$ cat config.mk
export PLATFORM = sky130hd
export DESIGN_NAME = atc_timer
export DESIGN_NICKNAME = d
export VERILOG_FILES = /design/src/atc_pkg.sv /design/src/atc_timer.sv
export VERILOG_INCLUDE_DIRS = /design/src
export SDC_FILE = /design/constraint.sdc
export NUM_CORES = 1
export LEC_CHECK = 0
export ABC_CLOCK_PERIOD_IN_PS = 5700
export BUFFER_PORTS_ARGS = -buffer_cell sky130_fd_sc_hd__buf_2
export CAP_MARGIN = 30
export CORE_MARGIN = 2
export CORE_UTILIZATION = 45
export DETAILED_ROUTE_END_ITERATION = 6
export PLACE_DENSITY = 0.65
export SYNTH_ARGS = -nofsm -noshare
export SYNTH_HDL_FRONTEND = slang
export SYNTH_SLANG_ARGS = --single-unit
$ cat constraint.sdc
create_clock -name clock -period 5.7 [get_ports clock]
set_input_delay 0.57 -clock clock [delete_from_list [all_inputs] [get_ports clock]]
set_output_delay 0.57 -clock clock [all_outputs]
set_load 0.01 [all_outputs]
$ cat src/atc_consts.svh
// Register offsets, field positions, reset values and counts of the async timer
`ifndef ATC_CONSTS_SVH
`define ATC_CONSTS_SVH
`define ATC_OFS_CTL_A 8'hB0
`define ATC_OFS_CTL_B 8'hB1
`define ATC_OFS_COUNT 8'hB2
`define ATC_OFS_CMP_A 8'hB3
`define ATC_OFS_CMP_B 8'hB4
`define ATC_OFS_STATUS 8'hB6
`define ATC_OFS_GENCTL 8'h43
`define ATC_OFS_FLAGS 8'h37
`define ATC_RST_BYTE 8'h00
`define ATC_CTL_A_WMASK 8'hF3
`define ATC_BIT_EXTCLK 6
`define ATC_BIT_ASYNC 5
`define ATC_BIT_PSR 1
`define ATC_BIT_WGM2 3
`define ATC_H_CTL_B 0
`define ATC_H_CTL_A 1
`define ATC_H_CMP_B 2
`define ATC_H_CMP_A 3
`define ATC_H_COUNT 4
`define ATC_LATCH_EDGES 2'h2
`define ATC_REARM_EDGES 2'h2
`define ATC_FLAG_SYNC_CYC 3
`define ATC_TOP_MAX 8'hFF
`define ATC_BOTTOM 8'h00
`endif

$ cat src/atc_pkg.sv
// Types shared by the async timer
package atc_pkg;
  // Low waveform mode field, in field-code order
  typedef enum logic [1:0] {ATC_NORMAL, ATC_PHASE_PWM, ATC_CTC, ATC_FAST_PWM} atc_wave_type;
endpackage : atc_pkg

$ cat src/atc_timer.sv
// Async-clocked 8-bit timer with holding registers, prescaler and sync paths
`timescale 1ns/10ps
`include "atc_consts.svh"
module atc_timer #(
  parameter int NUM_HOLD = 5
) (
  input wire logic clock,
  input wire logic arst_n,
  input wire logic [7:0] addr,
  input wire logic [7:0] wdata,
  input wire logic wr_stb,
  input wire logic rd_stb,
  output logic [7:0] rdata,
  input wire logic osc_input_pin,
  input wire logic sleep_active,
  input wire logic osc_stop_mode,
  output logic osc_enable,
  output logic osc_port_detach,
  output logic osc_external_mode,
  output logic compare_output_pin_a,
  output logic compare_output_pin_b,
  output logic [2:0] timer_flags,
  output logic wake_request
);
  // ==========================================================
  // Declarations
  logic [2:0] osc_sync_reg;
  logic osc_lvl_reg, osc_edge, osc_edge_d_reg;
  logic async_sel_reg, ext_sel_reg;
  logic [7:0] hold_reg [NUM_HOLD];
  logic [1:0] edge_cnt_reg [NUM_HOLD];
  logic [NUM_HOLD-1:0] busy_reg, load, wr_hit;
  logic [7:0] dest_val [NUM_HOLD];
  logic [7:0] ctl_a_reg, ctl_b_reg, cmp_a_reg, cmp_b_reg, count_reg, copy_reg;
  logic down_reg, src_tick, tick;
  logic [9:0] psc_reg;
  logic [9:0] psc_mask;
  logic [7:0] top;
  logic match_a, match_b, at_top, wrap;
  logic [2:0] ev;
  logic [2:0] pipe_reg [`ATC_FLAG_SYNC_CYC-1];
  logic [2:0] flag_reg;
  logic [1:0] rearm_cnt_reg;
  logic armed, sleep_d_reg, wake_pend_reg;
  atc_pkg::atc_wave_type wave;

  // Compare output next value for any waveform mode
  function automatic logic oc_next(input logic cur, input logic [1:0] com, input atc_pkg::atc_wave_type wv,
                                   input logic match, input logic bottom, input logic dn, input logic tog_ok);
    logic r;
    r = cur;
    case (wv)
      atc_pkg::ATC_NORMAL, atc_pkg::ATC_CTC: begin
        if (match) begin
          r = (com == 2'h1) ? ~cur : (com == 2'h2) ? 1'b0 : (com == 2'h3) ? 1'b1 : cur;
        end
      end
      atc_pkg::ATC_FAST_PWM: begin
        if (com[1] && match) r = ~com[0];
        else if (com[1] && bottom) r = com[0];
        else if (com == 2'h1 && tog_ok && match) r = ~cur;
      end
      atc_pkg::ATC_PHASE_PWM: begin
        if (com[1] && match) r = dn ? ~com[0] : com[0];
        else if (com == 2'h1 && tog_ok && match) r = ~cur;
      end
      default: r = cur;
    endcase
    return r;
  endfunction : oc_next

  // ==========================================================
  // Oscillator pin sampling: edge counts once stages two and three agree
  always_ff @(posedge clock or negedge arst_n) begin
    if (!arst_n) begin
      osc_sync_reg <= 3'h0;
      osc_lvl_reg <= 1'b0;
      osc_edge_d_reg <= 1'b0;
    end else begin
      osc_sync_reg <= {osc_sync_reg[1:0], osc_input_pin};
      if (osc_sync_reg[1] == osc_sync_reg[2]) osc_lvl_reg <= osc_sync_reg[2];
      osc_edge_d_reg <= osc_edge;
    end
  end
  assign osc_edge = osc_lvl_reg == 1'b0 && osc_sync_reg[1] && osc_sync_reg[2];

  // ==========================================================
  // Status register clock select bits
  always_ff @(posedge clock or negedge arst_n) begin
    if (!arst_n) begin
      async_sel_reg <= 1'b0;
      ext_sel_reg <= 1'b0;
    end else if (wr_stb && addr == `ATC_OFS_STATUS) begin
      async_sel_reg <= wdata[`ATC_BIT_ASYNC];
      ext_sel_reg <= wdata[`ATC_BIT_EXTCLK];
    end
  end
  assign osc_port_detach = async_sel_reg;
  assign osc_external_mode = ext_sel_reg;
  assign osc_enable = async_sel_reg && !(sleep_active && osc_stop_mode);

  // ==========================================================
  // Holding registers, one per destination, each with its own busy bit
  always_comb begin
    wr_hit[`ATC_H_CTL_B] = wr_stb && addr == `ATC_OFS_CTL_B;
    wr_hit[`ATC_H_CTL_A] = wr_stb && addr == `ATC_OFS_CTL_A;
    wr_hit[`ATC_H_CMP_B] = wr_stb && addr == `ATC_OFS_CMP_B;
    wr_hit[`ATC_H_CMP_A] = wr_stb && addr == `ATC_OFS_CMP_A;
    wr_hit[`ATC_H_COUNT] = wr_stb && addr == `ATC_OFS_COUNT;
    for (int i = 0; i < NUM_HOLD; i++) begin
      load[i] = async_sel_reg ? (busy_reg[i] && osc_edge && edge_cnt_reg[i] == `ATC_LATCH_EDGES - 2'h1)
                              : wr_hit[i];
      dest_val[i] = async_sel_reg ? hold_reg[i] : wdata;
    end
  end

  always_ff @(posedge clock or negedge arst_n) begin
    if (!arst_n) begin
      busy_reg <= '0;
      for (int i = 0; i < NUM_HOLD; i++) begin
        hold_reg[i] <= `ATC_RST_BYTE;
        edge_cnt_reg[i] <= 2'h0;
      end
    end else begin
      for (int i = 0; i < NUM_HOLD; i++) begin
        if (async_sel_reg && wr_hit[i]) begin
          hold_reg[i] <= wdata;
          edge_cnt_reg[i] <= 2'h0;
          busy_reg[i] <= 1'b1;
        end else if (load[i] && async_sel_reg) begin
          busy_reg[i] <= 1'b0;
          edge_cnt_reg[i] <= 2'h0;
        end else if (busy_reg[i] && osc_edge) begin
          edge_cnt_reg[i] <= edge_cnt_reg[i] + 2'h1;
        end
      end
    end
  end

  // ==========================================================
  // Destination registers in the timer domain
  always_ff @(posedge clock or negedge arst_n) begin
    if (!arst_n) begin
      ctl_a_reg <= `ATC_RST_BYTE;
      ctl_b_reg <= `ATC_RST_BYTE;
      cmp_a_reg <= `ATC_RST_BYTE;
      cmp_b_reg <= `ATC_RST_BYTE;
    end else begin
      if (load[`ATC_H_CTL_A]) ctl_a_reg <= dest_val[`ATC_H_CTL_A] & `ATC_CTL_A_WMASK;
      if (load[`ATC_H_CTL_B]) ctl_b_reg <= dest_val[`ATC_H_CTL_B];
      if (load[`ATC_H_CMP_A]) cmp_a_reg <= dest_val[`ATC_H_CMP_A];
      if (load[`ATC_H_CMP_B]) cmp_b_reg <= dest_val[`ATC_H_CMP_B];
    end
  end
  assign wave = atc_pkg::atc_wave_type'(ctl_a_reg[1:0]);

  // ==========================================================
  // Prescaler: source tick and divider taps
  assign src_tick = async_sel_reg ? osc_edge : 1'b1;
  always_ff @(posedge clock or negedge arst_n) begin
    if (!arst_n) psc_reg <= 10'h000;
    else if (wr_stb && addr == `ATC_OFS_GENCTL && wdata[`ATC_BIT_PSR]) psc_reg <= 10'h000;
    else if (src_tick) psc_reg <= psc_reg + 10'h001;
  end
  always_comb begin
    case (ctl_b_reg[2:0])
      3'h2: psc_mask = 10'h007;
      3'h3: psc_mask = 10'h01F;
      3'h4: psc_mask = 10'h03F;
      3'h5: psc_mask = 10'h07F;
      3'h6: psc_mask = 10'h0FF;
      3'h7: psc_mask = 10'h3FF;
      default: psc_mask = 10'h000;
    endcase
  end
  assign tick = src_tick && ctl_b_reg[2:0] != 3'h0 && (psc_reg & psc_mask) == psc_mask;

  // ==========================================================
  // Counter, matches and events
  assign top = (wave == atc_pkg::ATC_CTC || ctl_b_reg[`ATC_BIT_WGM2]) ? cmp_a_reg : `ATC_TOP_MAX;
  assign at_top = count_reg == top;
  assign match_a = count_reg == cmp_a_reg && !busy_reg[`ATC_H_CMP_A] && !busy_reg[`ATC_H_COUNT];
  assign match_b = count_reg == cmp_b_reg && !busy_reg[`ATC_H_CMP_B] && !busy_reg[`ATC_H_COUNT];
  assign wrap = (wave == atc_pkg::ATC_FAST_PWM || wave == atc_pkg::ATC_CTC) ? at_top
              : (wave == atc_pkg::ATC_NORMAL) && count_reg == `ATC_TOP_MAX;
  always_comb begin
    ev[0] = tick && ((wave == atc_pkg::ATC_PHASE_PWM) ? (down_reg && count_reg == `ATC_BOTTOM)
                     : (wave == atc_pkg::ATC_FAST_PWM) ? at_top : count_reg == `ATC_TOP_MAX);
    ev[1] = tick && match_a;
    ev[2] = tick && match_b;
  end

  always_ff @(posedge clock or negedge arst_n) begin
    if (!arst_n) begin
      count_reg <= `ATC_BOTTOM;
      down_reg <= 1'b0;
    end else if (load[`ATC_H_COUNT]) begin
      count_reg <= dest_val[`ATC_H_COUNT];
    end else if (tick) begin
      if (wave == atc_pkg::ATC_PHASE_PWM) begin
        if (!down_reg && at_top) down_reg <= 1'b1;
        else if (down_reg && count_reg == `ATC_BOTTOM) down_reg <= 1'b0;
        count_reg <= (down_reg ? count_reg != `ATC_BOTTOM : at_top) ? count_reg - 8'h01 : count_reg + 8'h01;
      end else begin
        count_reg <= wrap ? `ATC_BOTTOM : count_reg + 8'h01;
      end
    end
  end

  // Compare pins change only on timer ticks, with no CPU-side resync
  always_ff @(posedge clock or negedge arst_n) begin
    if (!arst_n) begin
      compare_output_pin_a <= 1'b0;
      compare_output_pin_b <= 1'b0;
    end else if (tick) begin
      compare_output_pin_a <= oc_next(compare_output_pin_a, ctl_a_reg[7:6], wave, match_a, wrap, down_reg,
                                      ctl_b_reg[`ATC_BIT_WGM2]);
      compare_output_pin_b <= oc_next(compare_output_pin_b, ctl_a_reg[5:4], wave, match_b, wrap, down_reg, 1'b0);
    end
  end

  // ==========================================================
  // Count read copy refreshed after each oscillator rising edge
  always_ff @(posedge clock or negedge arst_n) begin
    if (!arst_n) copy_reg <= `ATC_BOTTOM;
    else if (!async_sel_reg || osc_edge_d_reg) copy_reg <= count_reg;
  end

  // ==========================================================
  // Flag path into the CPU side; a new event beats a software clear
  always_ff @(posedge clock or negedge arst_n) begin
    if (!arst_n) begin
      flag_reg <= 3'h0;
      for (int i = 0; i < `ATC_FLAG_SYNC_CYC - 1; i++) pipe_reg[i] <= 3'h0;
    end else begin
      pipe_reg[0] <= ev;
      for (int i = 1; i < `ATC_FLAG_SYNC_CYC - 1; i++) pipe_reg[i] <= pipe_reg[i-1];
      flag_reg <= (flag_reg & ~((wr_stb && addr == `ATC_OFS_FLAGS) ? wdata[2:0] : 3'h0))
                | pipe_reg[`ATC_FLAG_SYNC_CYC-2];
    end
  end
  assign timer_flags = flag_reg;

  // ==========================================================
  // Wake request: issued on the tick after the event, re-armed after two oscillator rising edges
  assign armed = rearm_cnt_reg == `ATC_REARM_EDGES;
  always_ff @(posedge clock or negedge arst_n) begin
    if (!arst_n) begin
      sleep_d_reg <= 1'b0;
      rearm_cnt_reg <= `ATC_REARM_EDGES;
      wake_pend_reg <= 1'b0;
      wake_request <= 1'b0;
    end else begin
      sleep_d_reg <= sleep_active;
      wake_request <= 1'b0;
      if (sleep_d_reg && !sleep_active) rearm_cnt_reg <= 2'h0;
      else if (!armed && osc_edge) rearm_cnt_reg <= rearm_cnt_reg + 2'h1;
      if (sleep_active && armed && |ev) wake_pend_reg <= 1'b1;
      else if (wake_pend_reg && tick) begin
        wake_pend_reg <= 1'b0;
        wake_request <= 1'b1;
      end
    end
  end

  // ==========================================================
  // Register read port, data one cycle after the strobe
  always_ff @(posedge clock or negedge arst_n) begin
    if (!arst_n) rdata <= 8'h00;
    else if (rd_stb) begin
      case (addr)
        `ATC_OFS_CTL_A: rdata <= ctl_a_reg;
        `ATC_OFS_CTL_B: rdata <= ctl_b_reg;
        `ATC_OFS_COUNT: rdata <= copy_reg;
        `ATC_OFS_CMP_A: rdata <= cmp_a_reg;
        `ATC_OFS_CMP_B: rdata <= cmp_b_reg;
        `ATC_OFS_STATUS: rdata <= {1'b0, ext_sel_reg, async_sel_reg, busy_reg};
        `ATC_OFS_FLAGS: rdata <= {5'h00, flag_reg};
        default: rdata <= 8'h00;
      endcase
    end else rdata <= 8'h00;
  end
endmodule : atc_timer

[After elaboration in Yosys (flattened, before gate mapping)]
Index checks and enable logic that the tools add are counted.
Storage, ports and cells
  register bits after elaboration: 143
  output and inout bits: 17
  word-level logic and storage cells: 268
Cells by class
  mux-type cells: 79
  equality and inequality tests: 41
  add/sub/neg operators: 9
  bitwise logic cells: 10
  reduce and logical (&&, ||, !) cells: 91
Operators by type and width (number)
  $mux 8: 12
  $pmux 10 s6: 1
  $eq 8x8->1 const B: 7
  $logic_and 1x1->1: 56
  $pmux 8 s7: 1
  $mux 1: 43
  $mux 2: 17
  $eq 8x8->1: 3
  $mux 10: 2
  $reduce_bool 2->1: 10
  $reduce_bool 3->1: 6
  $eq 2x1->1 const B: 8
  $eq 2x2->1 const B: 7
  $add 2x1->2 const B: 6
  $eq 3x3->1 const B: 4
  $add 10x1->10 const B: 1
  $and 10x10->10: 1
  $eq 10x10->1: 1
  $add 8x1->8 const B: 1
  $eq 8x6->1 const B: 1
  $eq 8x7->1 const B: 1
  $logic_not 1->1: 8
  $logic_not 8->1: 1
  $ne 4x4->1 const B: 2
  other kinds (20): 30

[Logic depth before layout (Yosys ltp)]
  depth after elaboration: 10
  mapped depth: 10
  depth with buffers taken out: 9

[Worst setup path before layout]
Ideal clock, no wire load.
  kind: flip-flop to output port
  start point: reg async_sel_reg (netlist: osc_port_detach)
  end point: out osc_enable
  required time: 5.130 ns
  arrival time: 1.813 ns
  stages on the path, launching flop included: 6
  setup slack: 3.317 ns
  path through: dfrtp_1 -> clkbuf_1 -> clkbuf_1 -> clkbuf_1 -> clkbuf_1 -> a21boi_0
Between the ends
  word-level cells in the longest chain between the ends: 1
Ends and longest elaborated chain
  start: declaration: RTL line atc_timer.sv:29  | logic async_sel_reg, ext_sel_reg;
  start signal: assignment: RTL line atc_timer.sv:94  | async_sel_reg <= wdata[`ATC_BIT_ASYNC];
  $logic_and 1x1->1: RTL line atc_timer.sv:100  | assign osc_enable = async_sel_reg && !(sleep_active && osc_stop_mode);
  end: declaration: RTL line atc_timer.sv:17  | output logic osc_enable,
No other way between the ends.

[Final worst setup path]
  start point: reg async_sel_reg (netlist: osc_port_detach)
  end point: reg down_reg
Between the ends
  word-level cells in the longest chain between the ends: 4
  elaborated cells between the ends (all ways): 6
  those cells by class: mux: 2; bitwise: 1; reduce/logical: 3
Ends and longest elaborated chain
  $mux 1: RTL line atc_timer.sv:159  | assign src_tick = async_sel_reg ? osc_edge : 1'b1;
  $logic_and 1x1->1 (2 in series): RTL line atc_timer.sv:176  | assign tick = src_tick && ctl_b_reg[2:0] != 3'h0 && (psc_reg & psc_mask) == psc_mask;
  $reduce_and 4->1 (no source line) *
  end signal: assignment: RTL line atc_timer.sv:196  | down_reg <= 1'b0;
  end signal: assignment: RTL line atc_timer.sv:201  | if (!down_reg && at_top) down_reg <= 1'b1;
  end signal: assignment: RTL line atc_timer.sv:202  | else if (down_reg && count_reg == `ATC_BOTTOM) down_reg <= 1'b0;
  end: declaration: RTL line atc_timer.sv:35  | logic down_reg, src_tick, tick;
Every way passes the cells marked *; elsewhere a longest branch is shown, timed or not.
A chain may end at the register's enable or synchronous reset.

==> flow_summary.json <==
{
  "drc": 0,
  "syn_nets": 787,
  "relSlewSlack_pct": 29.9,
  "netlist-cell-type-count": 62,
  "worstPathMaxFanout": 33,
  "path_delay_family": "compound AO/OA/AOI/OAI gates",
  "outcome": "complete, no violations",
  "hold_viol": 0,
  "cpPeakStageDelay_ns": 0.79,
  "antenna_found_initial": 0,
  "cts_buffer_depth": 2,
  "peakVddDrop_mv": 0.217,
  "core_um2": 15800,
  "finalSetupTns_ns": 0,
  "clk_root_buffer_cell": "clkbuf_16",
  "hold_slack_ns": 0.198,
  "r2r_slack_ns": 2.54,
  "skew_ns": 0.00689,
  "io_buffers": 39,
  "worstMarginPinSlew_ns": 1.04,
  "first_pass_iters": 5,
  "leakage_uw": 0.00373,
  "clock-sinks": 141,
  "cts_tree": "built",
  "crit_path_end_kind": "flip-flop",
  "nFillCells": 1446,
  "die_y_um": 131,
  "hpwl_um": 14600,
  "timing.fmax_mhz": 317,
  "yosysMostFrequentCell": "dfrtp_1",
  "grt_setup_unrepaired": "no",
  "path_buf_inv": 1,
  "power.total_uw": 2880,
  "cts_setup_buffers": 0,
  "path_clk_slew_ns": 0.06,
  "syn_inst": 749,
  "ios": 40,
  "grt_pass1_wl_um": 31600,
  "initial_core_util_pct": 45.7,
  "n_antenna_cell": 0,
  "finalMaxSlewViolations": 0,
  "avgRoutedWirePerCell_um": 19.8,
  "cp.required_ns": 6.05,
  "clk-insertion-delay-late_ns": 0.42,
  "num_vias": 5857,
  "hp-class": "in2async",
  "fin_nets": 815,
  "core.rowCount": 46,
  "async_flop_share_pct": 100,
  "fin_area_um2": 8180,
  "drive_gt1_share_pct": 16.7,
  "postCtsResizedCells": 0,
  "postPlaceCellArea_um2": 7590,
  "powerDensity_nw_per_um2": 353,
  "final_antenna_net_count": 0,
  "cp_slowest_cell": "a21oi_1",
  "setup_viol": 0,
  "synth_area_per_cell_um2": 9.67,
  "largest_reg_flops": 38,
  "gr-total-overflow": 0,
  "synth_ff_type": "dfrtp_1",
  "totalWireLength_um": 20000,
  "grt_max_degree": 92,
  "synthTopCellsByArea": "dfrtp_1, mux2_2, a21oi_1",
  "gp_congestion": 0.954,
  "yosysTopAreaCell": "dfrtp_1",
  "worst_path_most_repeated_cell": "a21oi_1",
  "grt_pass1_vias": 5563,
  "critPathKind": "reg2reg",
  "reg2reg_from": "osc_port_detach$_DFFE_PN0P_",
  "viasPerCell": 5.82,
  "maxCapViolCount": 0,
  "crit_chain": "buf_4, nor2b_1, a21oi_1, nand2b_1, nor3_1, a21oi_1, a21oi_1",
  "die_w_um": 131,
  "ys_seq_elements": 141,
  "cts_max_level": 4,
  "drt_iter0_drc": 486,
  "rr_worst_depth": 7,
  "synth.top_cell.area_share_pct": 48.4,
  "hold_buffers": 0,
  "syn-cell-area_um2": 7240,
  "reg2reg_to": "down_reg$_DFFE_PN0P_",
  "area_delta_synth_final_pct": 12.9,
  "finalCritPeriodShare_pct": 55.4,
  "cp_data_arrival_time_ns": 3.50,
  "yosysWarnings": 0,
  "numCtsBuffers": 17,
  "grtUsageTotal_pct": 24.9,
  "synth_edf_count": 0,
  "ys_top_cells_by_count": "dfrtp_1, nand2_1, a21oi_1",
  "synth-seq-area-share_pct": 48.8,
  "design.die.area_um2": 17100,
  "period_needed_ns": 3.16,
  "critPathLaunchType": "flip-flop"
}
-- where the power goes --
group,internal [uW],switching [uW],total [uW]
combinational,218,310,528
sequential,1120,151,1270
clock,643,436,1080
-- cell usage in the layout, fill, tap and decap left out, types with 3 or more instances in the layout --
cell type and count:
clkinvlp_4 4, clkinv_2 4, xor2_1 8, nand2b_1 10, o21ai_0 50, o22ai_1 7, buf_2 38, nor2b_1 18
nor3_2 4, xnor2_1 13, a211oi_1 13, mux2i_1 17, a21o_1 5, inv_1 25, nor2_1 47, dfrtp_1 139
nand2_1 92, or3_1 4, and2_1 4, ha_1 15, o31a_1 3, nand4_1 8, nand3_1 17, mux2_2 37
and3_1 8, a21oi_1 74, nor4_1 4, a31oi_1 10, o211ai_1 3, nor3b_1 10, a22oi_1 11, buf_4 9
nor3_1 18, clkbuf_16 17
-- per-stage QoR --
step           setup slack, ns  cells  util [%]
4_1_cts                   2.62   1005      51.6
3_5_place_dp              2.34    973      48.0
5_1_grt                   2.25   1006      51.7
6_report                  2.54   1006      51.7
2_1_floorplan             3.32    749         -
3_3_place_gp              2.44    970      47.8
-- layout make-up --
cell class                      instances  area, um2  area share (%)
Clock buffer                           18        429            5.25
Sequential cell                       141       3530            43.2
Tap cell                              216        270            3.31
Clock inverter                         14        145            1.78
Multi-Input combinational cell        543       3430            42.0
Inverter                               26       97.6            1.19
Timing Repair Buffer                   48        269            3.29
-- worst max-delay path by stage --
stage	to	depth (start not counted)	slack, ns	from
floorplan	osc_enable	5	3.32	osc_port_detach$_DFFE_PN0P_
finish	down_reg$_DFFE_PN0P_	7	2.54	osc_port_detach$_DFFE_PN0P_
global route	down_reg$_DFFE_PN0P_	7	2.25	osc_port_detach$_DFFE_PN0P_
global placement	ctl_a_reg[7]$_DFFE_PN0P_	7	2.44	addr[3]
CTS	down_reg$_DFFE_PN0P_	7	2.62	osc_port_detach$_DFFE_PN0P_
detailed placement	ctl_a_reg[7]$_DFFE_PN0P_	7	2.34	addr[3]
-- per-layer routing --
metal	wire, um	part of all wire, %	track usage (%)	vias to the layer above
li1	-	-	-	2720
met1	9050	45	35.0	2893
met2	9280	47	38.1	220
met3	1290	6.5	6.31	24
met4	334	1.7	7.88	0
met5	0	0	0	-
-- cells by family (layout without fill, tap and decap cells) --
kind of cell / after synthesis / after routing / synth area share [%]
simple gates: 254 / 254 / 17.3
compound gates: 199 / 199 / 16.9
flops: 141 / 141 / 48.8
buf+inv: 65 / 106 / 3.82
mux: 54 / 54 / 8.11
xor+xnor: 21 / 21 / 2.54
fa+ha+maj: 15 / 15 / 2.59
No activity file was read; power rests on OpenSTA's default activity.
